`config.mk`:
```
export PLATFORM = sky130hd
export DESIGN_NAME = meter_mode_range_select
export DESIGN_NICKNAME = d
export VERILOG_FILES = /design/src/include/meter_pkg.sv /design/src/core/meter_mode_range_select.sv
export SDC_FILE = /design/constraint.sdc
export NUM_CORES = 1
export LEC_CHECK = 0
export BUFFER_PORTS_ARGS = -buffer_cell sky130_fd_sc_hd__clkbuf_2
export CAP_MARGIN = 20
export CORE_MARGIN = 2
export CORE_UTILIZATION = 53
export CTS_CLUSTER_DIAMETER = 100
export DETAILED_ROUTE_END_ITERATION = 8
export HOLD_SLACK_MARGIN = 0.12
export PLACE_DENSITY = 0.79
export SYNTH_ARGS = -nofsm -noshare
export SYNTH_HDL_FRONTEND = slang
export SYNTH_SLANG_ARGS = --single-unit
```
`constraint.sdc`:
```
create_clock -name clock -period 2.4 [get_ports clock]
set_clock_uncertainty 0.15 [all_clocks]
set_input_delay 0.12 -clock clock [delete_from_list [all_inputs] [get_ports clock]]
set_output_delay 0.12 -clock clock [all_outputs]
set_load 0.05 [all_outputs]
```
`src/include/meter_pkg.sv`:
```
package meter_pkg;
  // Register byte offsets
  localparam logic [7:0] CTRL_OFS    = 8'h00;
  localparam logic [7:0] STATUS_OFS  = 8'h04;
  localparam logic [7:0] IRQ_ST_OFS  = 8'h08;
  localparam logic [7:0] IRQ_MSK_OFS = 8'h0C;
  localparam logic [7:0] DECODE_OFS  = 8'h10;
  localparam logic [7:0] PRIM_OFS    = 8'h14;
  localparam logic [7:0] AUXA_OFS    = 8'h18;
  localparam logic [7:0] AUXB_OFS    = 8'h1C;
  localparam logic [7:0] SIGNED_OFS  = 8'h20;
  // Control field positions
  localparam int FUNC_LSB  = 0;
  localparam int AC_BIT    = 4;
  localparam int RANGE_LSB = 5;
  localparam int HZ_LSB    = 8;
  localparam int GAIN_BIT  = 11;
  localparam int BEEP_BIT  = 12;
  localparam int CTRL_W    = 13;
  localparam logic [12:0] CTRL_RST = 13'h0000;
  // Interrupt status bits
  localparam int EV_ALARM  = 0;
  localparam int EV_LOWRES = 1;
  localparam int EV_DATA   = 2;
  localparam int EV_W      = 3;
  localparam logic [2:0] MASK_RST = 3'h0;
  // Widths
  localparam int PRIM_W = 13;
  localparam int AUX_W  = 20;
  // Function codes
  typedef enum logic [3:0] {
    FN_VOLT  = 4'b0000,
    FN_CURR  = 4'b0001,
    FN_RES   = 4'b0010,
    FN_CONT  = 4'b0011,
    FN_DIODE = 4'b0100
  } func_e;
  // Voltage ranges
  localparam logic [2:0] VR_6V     = 3'h0;
  localparam logic [2:0] VR_60V    = 3'h1;
  localparam logic [2:0] VR_600V   = 3'h2;
  localparam logic [2:0] VR_1000V  = 3'h3;
  localparam logic [2:0] VR_600MV  = 3'h4;
  // Resistance ranges
  localparam logic [2:0] RR_600    = 3'h1;
  localparam logic [2:0] RR_60M    = 3'h6;
  // Frequency ranges
  localparam logic [2:0] HZ_600    = 3'h1;
  localparam logic [2:0] HZ_60K    = 3'h3;
endpackage

```
`src/core/meter_mode_range_select.sv`:
```
// Implementation choices: the register offsets and the Avalon-MM interface to the registers.
`timescale 1ns/1ps
// Function
// - Function 0000 selects voltage; AC bit adds AC reading with frequency.
// - Primary is 13 bits plus sign; aux counts 20 bits, AC-Hz only.
// - Voltage range codes 000 to 100 select the divider ratio.
// - Frequency range 001..011 valid in AC-Hz modes; 000 is invalid.
// - Voltage modes raise alarm on high crest factor input.
// - Function 0001 selects current; AC bit adds frequency measurement.
// - Current range 000: gain select 1 gives 30mV, 0 gives 300mV scale.
// - Function 0010 is resistance; primary only, sign meaningless.
// - Resistance range codes 001..110 select 600 ohm to 60M; 000 invalid.
// - Function 0011 is continuity on lowest resistance setup, primary only.
// - Continuity drives low-resistance output low below minus 7 mV.
// - Auto beep with low resistance drives buzzer and raises alarm.
// - Function 0100 is diode check on 6V voltage setup, sign valid.
// - Diode check drives low-resistance output low below 7 mV.
// - Sign set presents reading as minus the primary magnitude in voltage, current and diode modes.
module meter_mode_range_select
  import meter_pkg::*;
(
  input  wire logic                       clock,
  input  wire logic                       rst,
  input  wire logic                       clkEn,
  input  wire logic [7:0]                 address,
  input  wire logic                       read,
  input  wire logic                       write,
  input  wire logic [31:0]                writedata,
  input  wire logic [3:0]                 byteenable,
  output logic      [31:0]                readdata,
  output logic                            waitrequest,
  input  wire logic [meter_pkg::PRIM_W-1:0] primaryIn,
  input  wire logic                       signIn,
  input  wire logic [meter_pkg::AUX_W-1:0] auxAIn,
  input  wire logic [meter_pkg::AUX_W-1:0] auxBIn,
  input  wire logic                       resultValid,
  input  wire logic                       highCrestPin,
  input  wire logic                       senseBelowNeg7Pin,
  input  wire logic                       senseBelowPos7Pin,
  output logic                            lowResDetectN,
  output logic                            buzzerDrive,
  output logic                            alarmFlag,
  output logic [2:0]                      dividerSel,
  output logic                            currentHighGain,
  output logic                            freqEnable,
  output logic                            irq
);
  import meter_pkg::*;

  // Control word as the controller writes it:
  //   [3:0] function code, [4] AC with frequency
  //   [7:5] range code, [10:8] frequency range
  //   [11] gain select, [12] automatic beep
  // Upper bits are not stored and read back zero
  // Reset leaves DC voltage on the 6V divider
  // Safe start: lowest divider ratio but one, no buzzer

  // Byte-lane merge, used by the control and mask registers
  function automatic logic [31:0] laneMerge(input logic [31:0] oldV,
                                            input logic [31:0] newV,
                                            input logic [3:0]  be);
    logic [31:0] r;
    r = oldV;
    for (int i = 0; i < 4; i++) begin
      if (be[i]) begin
        r[8*i +: 8] = newV[8*i +: 8];
      end
    end
    return r;
  endfunction

  // Inclusive code window check, shared by the resistance and frequency range decoders
  function automatic logic inRange(input logic [2:0] code,
                                   input logic [2:0] lo,
                                   input logic [2:0] hi);
    return (code >= lo) && (code <= hi);
  endfunction

  // Two-flop synchronisers for the comparator pins
  // Comparators toggle with no regard to our clock
  // Only the second flop is read, never the first
  logic [2:0] pinMeta;
  logic [2:0] pinSync;
  always_ff @(posedge clock) begin
    if (rst) begin
      pinMeta <= 3'h0;
      pinSync <= 3'h0;
    end else if (clkEn) begin
      pinMeta <= {senseBelowPos7Pin, senseBelowNeg7Pin, highCrestPin};
      pinSync <= pinMeta;
    end
  end
  wire hcfSync    = pinSync[0];
  wire belowNeg7  = pinSync[1];
  wire belowPos7  = pinSync[2];
  // Two cycles of latency before decode
  // Trade-off: slower detect for no metastable decode
  // Pin outputs follow one edge later still

  // Held control word
  logic [CTRL_W-1:0] ctrl;
  logic [EV_W-1:0]   irqStatus;
  logic [EV_W-1:0]   irqMask;

  // Field decode of the control word
  wire [3:0] funcCode   = ctrl[FUNC_LSB +: 4];
  wire       acSel      = ctrl[AC_BIT];
  wire [2:0] rangeSel   = ctrl[RANGE_LSB +: 3];
  wire [2:0] hzRange    = ctrl[HZ_LSB +: 3];
  wire       gainSelect = ctrl[GAIN_BIT];
  wire       autoBeep   = ctrl[BEEP_BIT];

  wire isVolt  = (funcCode == FN_VOLT);
  wire isCurr  = (funcCode == FN_CURR);
  wire isRes   = (funcCode == FN_RES);
  wire isCont  = (funcCode == FN_CONT);
  wire isDiode = (funcCode == FN_DIODE);
  // Codes above 0100 match no mode: pins idle, except dividerSel, which follows the range code
  // Kept as a flag so status can report a bad function write
  wire modeKnown = isVolt | isCurr | isRes | isCont | isDiode;

  // AC with frequency in voltage or current
  wire acHzMode = (isVolt | isCurr) & acSel;

  wire voltRangeOk = (rangeSel <= VR_600MV);
  wire resRangeOk  = inRange(rangeSel, RR_600, RR_60M);
  wire currRangeOk = (rangeSel == 3'h0);
  wire hzRangeOk   = inRange(hzRange, HZ_600, HZ_60K);

  // Continuity and diode force their own setup
  // Any range code is then acceptable
  wire rangeOk = (isVolt & voltRangeOk) |
                 (isCurr & currRangeOk) |
                 (isRes & resRangeOk) |
                 isCont |
                 isDiode;

  // continuity on lowest ohm range; diode on 6V range
  wire [2:0] next_dividerSel = isCont  ? RR_600 :
                               isDiode ? VR_6V  : rangeSel;

  // Comparators already encode the two thresholds
  // Outside these modes the pins are ignored
  // continuity threshold; diode threshold
  wire lowResNow = (isCont & belowNeg7) | (isDiode & belowPos7);

  // Alarm is a level, not latched; the event bit keeps history
  // Controller must poll or unmask the alarm event
  // crest factor alarm; beep alarm
  wire beepNow  = autoBeep & lowResNow;
  wire alarmNow = (isVolt & hcfSync) | beepNow;

  // Gain select ignored outside current mode
  // Avoids a stray high gain path in other modes
  // high gain only on current range 000
  wire next_highGain = isCurr & currRangeOk & gainSelect;

  // Converter words hold between result strobes
  // Captured converter words
  logic [PRIM_W-1:0] primary;
  logic              signFlag;
  logic [AUX_W-1:0]  auxA;
  logic [AUX_W-1:0]  auxB;

  // sign dropped where it carries no meaning
  wire signValid = isVolt | isCurr | isDiode;
  // aux words returned only in AC-Hz modes
  wire auxAllowed = acHzMode;

  // Magnitude is zero-extended before negation
  // Two's complement result, full 32 bits
  // signed view of the primary reading
  wire [31:0] magExt    = {{(32-PRIM_W){1'b0}}, primary};
  wire [31:0] signedVal = signFlag ? (32'h0000_0000 - magExt) : magExt;

  // Decode word layout:
  //   [2:0] divider, [3] volt, [4] curr, [5] res
  //   [6] cont, [7] diode, [8] frequency enable
  //   [9] high gain, [10] aux words allowed
  // Read and write together is refused, no answer
  // Writes land only at the accepting edge
  // Register decode
  wire reqRead  = read & ~write;
  wire reqWrite = write & ~read;
  wire acceptEdge = (reqRead | reqWrite) & ~waitrequest;
  wire hitCtrl  = (address == CTRL_OFS);
  wire hitIst   = (address == IRQ_ST_OFS);
  wire hitImsk  = (address == IRQ_MSK_OFS);
  wire doWrite  = clkEn & acceptEdge & reqWrite;

  wire [31:0] ctrlMerged = laneMerge({{(32-CTRL_W){1'b0}}, ctrl}, writedata, byteenable);
  wire [31:0] mskMerged  = laneMerge({{(32-EV_W){1'b0}}, irqMask}, writedata, byteenable);
  wire [EV_W-1:0] w1cBits = (doWrite & hitIst & byteenable[0]) ?
                            writedata[EV_W-1:0] : {EV_W{1'b0}};

  // Interrupt events: rising alarm, rising low-res, new reading
  logic alarmPrev;
  logic lowResPrev;
  wire [EV_W-1:0] events = {resultValid & modeKnown,
                            lowResNow & ~lowResPrev,
                            alarmNow & ~alarmPrev};

  // Status word layout:
  //   [0] alarm now, [1] low resistance now
  //   [2] sign in modes where it means something
  //   [3] AC with frequency, [4] function known
  //   [5] range valid, [6] frequency range valid
  // Levels, not sticky; events live in the interrupt status
  // Unmapped offsets read zero, writes to them are dropped
  // Read mux; disallowed words read zero
  wire [31:0] statusWord = {25'h0, hzRangeOk & acHzMode, rangeOk, modeKnown,
                            acHzMode, signFlag & signValid, lowResNow, alarmNow};
  wire [31:0] decodeWord = {21'h0, auxAllowed, next_highGain, freqEnable,
                            isDiode, isCont, isRes, isCurr, isVolt, next_dividerSel};
  wire [31:0] primWord   = {15'h0, signFlag & signValid, 3'h0, primary};
  logic [31:0] rdMux;
  always_comb begin
    case (address)
      CTRL_OFS:    rdMux = {{(32-CTRL_W){1'b0}}, ctrl};
      STATUS_OFS:  rdMux = statusWord;
      IRQ_ST_OFS:  rdMux = {{(32-EV_W){1'b0}}, irqStatus};
      IRQ_MSK_OFS: rdMux = {{(32-EV_W){1'b0}}, irqMask};
      DECODE_OFS:  rdMux = decodeWord;
      PRIM_OFS:    rdMux = primWord;
      AUXA_OFS:    rdMux = auxAllowed ? {12'h0, auxA} : 32'h0000_0000;
      AUXB_OFS:    rdMux = auxAllowed ? {12'h0, auxB} : 32'h0000_0000;
      SIGNED_OFS:  rdMux = signValid ? signedVal : magExt;
      default:     rdMux = 32'h0000_0000;
    endcase
  end

  // Fixed latency: every request waits exactly one cycle
  // Registered answer keeps the read mux off the bus path
  // After an accept, waitrequest rises and stays high until the next request has waited one cycle
  // So back-to-back accesses cost two cycles each
  // Clock enable low stalls the handshake as well
  // Read data stands until the next answer; a write answer loads zero
  // Bus handshake: answer one cycle after the request appears
  always_ff @(posedge clock) begin
    if (rst) begin
      waitrequest <= 1'b1;
      readdata    <= 32'h0000_0000;
    end else if (clkEn) begin
      if (acceptEdge) begin
        waitrequest <= 1'b1;
      end else if (reqRead | reqWrite) begin
        waitrequest <= 1'b0;
        readdata    <= reqRead ? rdMux : 32'h0000_0000;
      end
    end
  end

  // Byte lanes merge into the old value
  // Partial writes leave the other fields alone
  // settings held until the next write
  always_ff @(posedge clock) begin
    if (rst) begin
      ctrl    <= CTRL_RST;
      irqMask <= MASK_RST;
    end else if (doWrite) begin
      if (hitCtrl) begin
        ctrl <= ctrlMerged[CTRL_W-1:0];
      end
      if (hitImsk) begin
        irqMask <= mskMerged[EV_W-1:0];
      end
    end
  end

  // Edge detectors start at the idle level
  // No false event after reset
  // Sticky events; a new event beats a same-cycle clear
  always_ff @(posedge clock) begin
    if (rst) begin
      irqStatus  <= {EV_W{1'b0}};
      alarmPrev  <= 1'b0;
      lowResPrev <= 1'b0;
    end else if (clkEn) begin
      irqStatus  <= (irqStatus & ~w1cBits) | events;
      alarmPrev  <= alarmNow;
      lowResPrev <= lowResNow;
    end
  end

  // Aux words are zeroed when not allowed
  // Stale frequency counts cannot leak into DC modes
  // capture converter words on each result strobe
  always_ff @(posedge clock) begin
    if (rst) begin
      primary  <= '0;
      signFlag <= 1'b0;
      auxA     <= '0;
      auxB     <= '0;
    end else if (clkEn && resultValid) begin
      primary  <= primaryIn;
      signFlag <= signIn;
      auxA     <= auxAllowed ? auxAIn : '0;
      auxB     <= auxAllowed ? auxBIn : '0;
    end
  end

  // Registered pin outputs; one cycle behind decode
  always_ff @(posedge clock) begin
    if (rst) begin
      lowResDetectN   <= 1'b1;
      buzzerDrive     <= 1'b0;
      alarmFlag       <= 1'b0;
      dividerSel      <= 3'h0;
      currentHighGain <= 1'b0;
      freqEnable      <= 1'b0;
      irq             <= 1'b0;
    end else if (clkEn) begin
      lowResDetectN   <= ~lowResNow;
      buzzerDrive     <= beepNow;
      alarmFlag       <= alarmNow;
      dividerSel      <= next_dividerSel;
      currentHighGain <= next_highGain;
      // frequency counter only with a valid range
      freqEnable      <= acHzMode & hzRangeOk;
      // Look-ahead on the next status value
      // Keeps irq aligned with the status register
      // A same-cycle clear also hides a new event from irq
      irq             <= |((irqStatus | events) & ~w1cBits
                           & irqMask);
    end
  end

endmodule

```
==> results.ini <==
[job]
max_cap_viol_count = 0

[power_and_ir_drop]
seq_power_share = 0.533
power_density_mw_per_mm2 = 482
total_power_mw = 3.53
p_sw_uw = 962
swShare = 0.272
p_int_mw = 2.57
clock_power_share = 0.337
irDropWorstVdd_uv = 415
p_comb_frac = 0.130
power.leakage_nw = 2.92

[place]
portBuffers = 127
dp.cells = 925
post-place-ws_ns = 0.0773
gp_congestion = 1.02
dpl.hpwl_um = 13200

[clocking]
cts_root_buffer = clkbuf_8
cts_tree = yes
clk_pin_slew_ns = 0.11
cts.path.max_buffers = 2
cts.sinks = 111
cts_buffers = 9
clkLatencyLatePin_ns = 0.39
htree_levels = 3

[route]
first_pass_iters = 8
wl_um = 19200
drt_iter0_markers = 469
drc = 0
vias = 5988
ant_nets = 0
drt-vias-per-instance = 5.88
wl_per_cell_um = 18.8

[yosys]
syn_inst = 688
synthTopCellsByArea = dfxtp_1, nand2_1, a21oi_1, mux2i_1, nand3_1
synth_top_area_cell = dfxtp_1
yosys_most_used_dff = dfxtp_1
yosys_warnings = 0
async_reset_ff_frac = 0
synth_enable_flop_cells = 0
synth-seq-cells = 111
ys_seq_area_frac = 0.399
synth_common_cells = nand2_1, dfxtp_1, a21oi_1, nand3_1, nor2_1
synth_area_mm2 = 0.00556
yosys.cell_count.top_type = nand2_1
yosysTopAreaCellShare = 0.399
syn_nets = 798
ys_types = 69
syn_area_per_cell_um2 = 8.09

[floorplan]
die_area_mm2 = 0.0113
die_y_um = 106
io_pins = 149
rows = 37
core-area_mm2 = 0.0103
fp.dieW_um = 106
initial_core_util = 0.541

[cells_and_area]
antennaDiodeCount = 0
instances_no_fill = 1019
drive_above_1_share = 0.231
syn2layout_area_growth_pct = 31.8
finalNetCount = 988
n_fill_cell = 832

[setup_path]
crit_chain = dlygate4sd3_1 > clkbuf_2 > or4_4 > o21ai_4 > nand4_1 > dlygate4sd3_1 > a32oi_2
cp_max_fo = 8
cp.arrival_ns = 2.52
crit_top_cell = dlygate4sd3_1
cpPeakStageDelay_ns = 0.62
path_class = in2reg
r2r_slack_ns = 0.14
cp.required_ns = 2.56
worst_setup_path_end_kind = flip-flop
critical-path-slowest-cell = dlygate4sd3_1
startpoint_type = input pin

[hold_path]
hp-class = in2reg

[sta]
fin_ws_ns = 0.0426
hold_viol_final = 0
final.setup.tns_ns = 0
setup_viol = 0
max-slew-margin-rel = 0.491
tightest_slew_ns = 0.761
fmax_mhz = 424
period_needed_ns = 2.36
timing.final.crit_share = 0.982
rsz0062_at_grt = true
maxSlewViolCount = 0

[grt]
grt_antenna_before_repair = 0
grt_pass1_wl_um = 30100
grt_max_degree = 57
grt_util_all_layers = 0.344
grt_pass1_vias = 5537
grt.overflow.total = 0

[run_status]
status = complete, no violations

==> power groups by stage <==
stage | combinational [mW] | sequential, mW | clock [mW]
after global routing | 0.492 | 1.89 | 1.26
final | 0.460 | 1.88 | 1.19
after detailed placement | 0.346 | 1.92 | 0
after global placement | 0.339 | 1.92 | 0
after floorplan | 0.179 | 1.93 | 0
after CTS | 0.446 | 1.88 | 1.20
==> worst paths after layout <==
kind            startpoint     endpoint  cells past startpoint
min reg2reg       auxB[11]     auxB[11]                      2
min          byteenable[1]     ctrl[12]                      4
max             address[3]  readdata[5]                      7
max reg2reg        ctrl[1]  readdata[6]                      7
==> metrics by stage <==
stage	hold WS, ns	util	area [µm²]
floorplan	0.106	-	5560
global placement	0.192	0.615	6320
detailed placement	0.198	0.615	6320
CTS	0.120	0.710	7290
global route	0.158	0.713	7330
finish	0.125	0.713	7330
==> timing repair <==
item,CTS,global route
hold endpoints to repair,93,0
setup buffers,0,1
resized for setup,0,6
hold buffers,77,0
endpoints found under the setup margin,0,14
==> worst max-delay path, delay by kind of cell <==
family | cells | cell delay [ns]
compound gates | 2 | 0.42
buf+inv | 3 | 1.33
simple gates | 2 | 0.63
==> registers in the layout, indices dropped and copies added, names as in the netlist, 3 cells and up <==
| signal | count |
|---|---|
| auxA | 20 |
| irqMask | 3 |
| pinSync | 3 |
| auxB | 20 |
| pinMeta | 3 |
| irqStatus | 3 |
| ctrl | 13 |
| readdata | 21 |
| primary | 13 |
| dividerSel | 3 |
==> layout make-up <==
cell class / count / area (µm²) / area share
multi-input combinational: 504 / 2980 / 0.407
timing repair buffer: 241 / 1710 / 0.233
clock inverter: 7 / 78.8 / 0.0108
clock buffer: 9 / 124 / 0.0169
sequential: 111 / 2220 / 0.303
tap: 136 / 170 / 0.0232
inverter: 11 / 41.3 / 0.00563
==> cell families after synthesis <==
family,Yosys count,synth area share
AND/OR/NAND/NOR,294,0.257
AO/OA/AOI/OAI,161,0.185
flip-flops,111,0.399
buffers and inverters,73,0.0709
multiplexers,36,0.0652
XOR/XNOR,9,0.0142
adder cells (fa/ha/maj),4,0.00855
==> cell usage in the layout (no fill, tap or decap), types with 4 or more instances in the layout <==
cell	count
mux2i_1	34
a31oi_1	4
clkbuf_8	9
o21ai_1	11
nor2b_1	8
a21oi_1	77
inv_1	11
nor2_1	49
clkbuf_2	126
dlygate4sd3_1	77
nand3_1	58
xnor2_1	8
nand2_1	120
buf_4	35
nor3_1	14
o21ai_0	9
and3_1	6
dfxtp_1	111
nand2b_1	5
a22oi_1	6
a221oi_1	14
==> metal layers <==
layer | vias to the layer above | routed length (µm) | global-route usage
li1 | 2821 | - | -
met1 | 2851 | 8180 | 0.453
met2 | 284 | 9220 | 0.567
met3 | 32 | 1380 | 0.0582
met4 | 0 | 382 | 0.125
met5 | - | 0 | 0
Note: power is estimated with default switching activity, not from simulation.
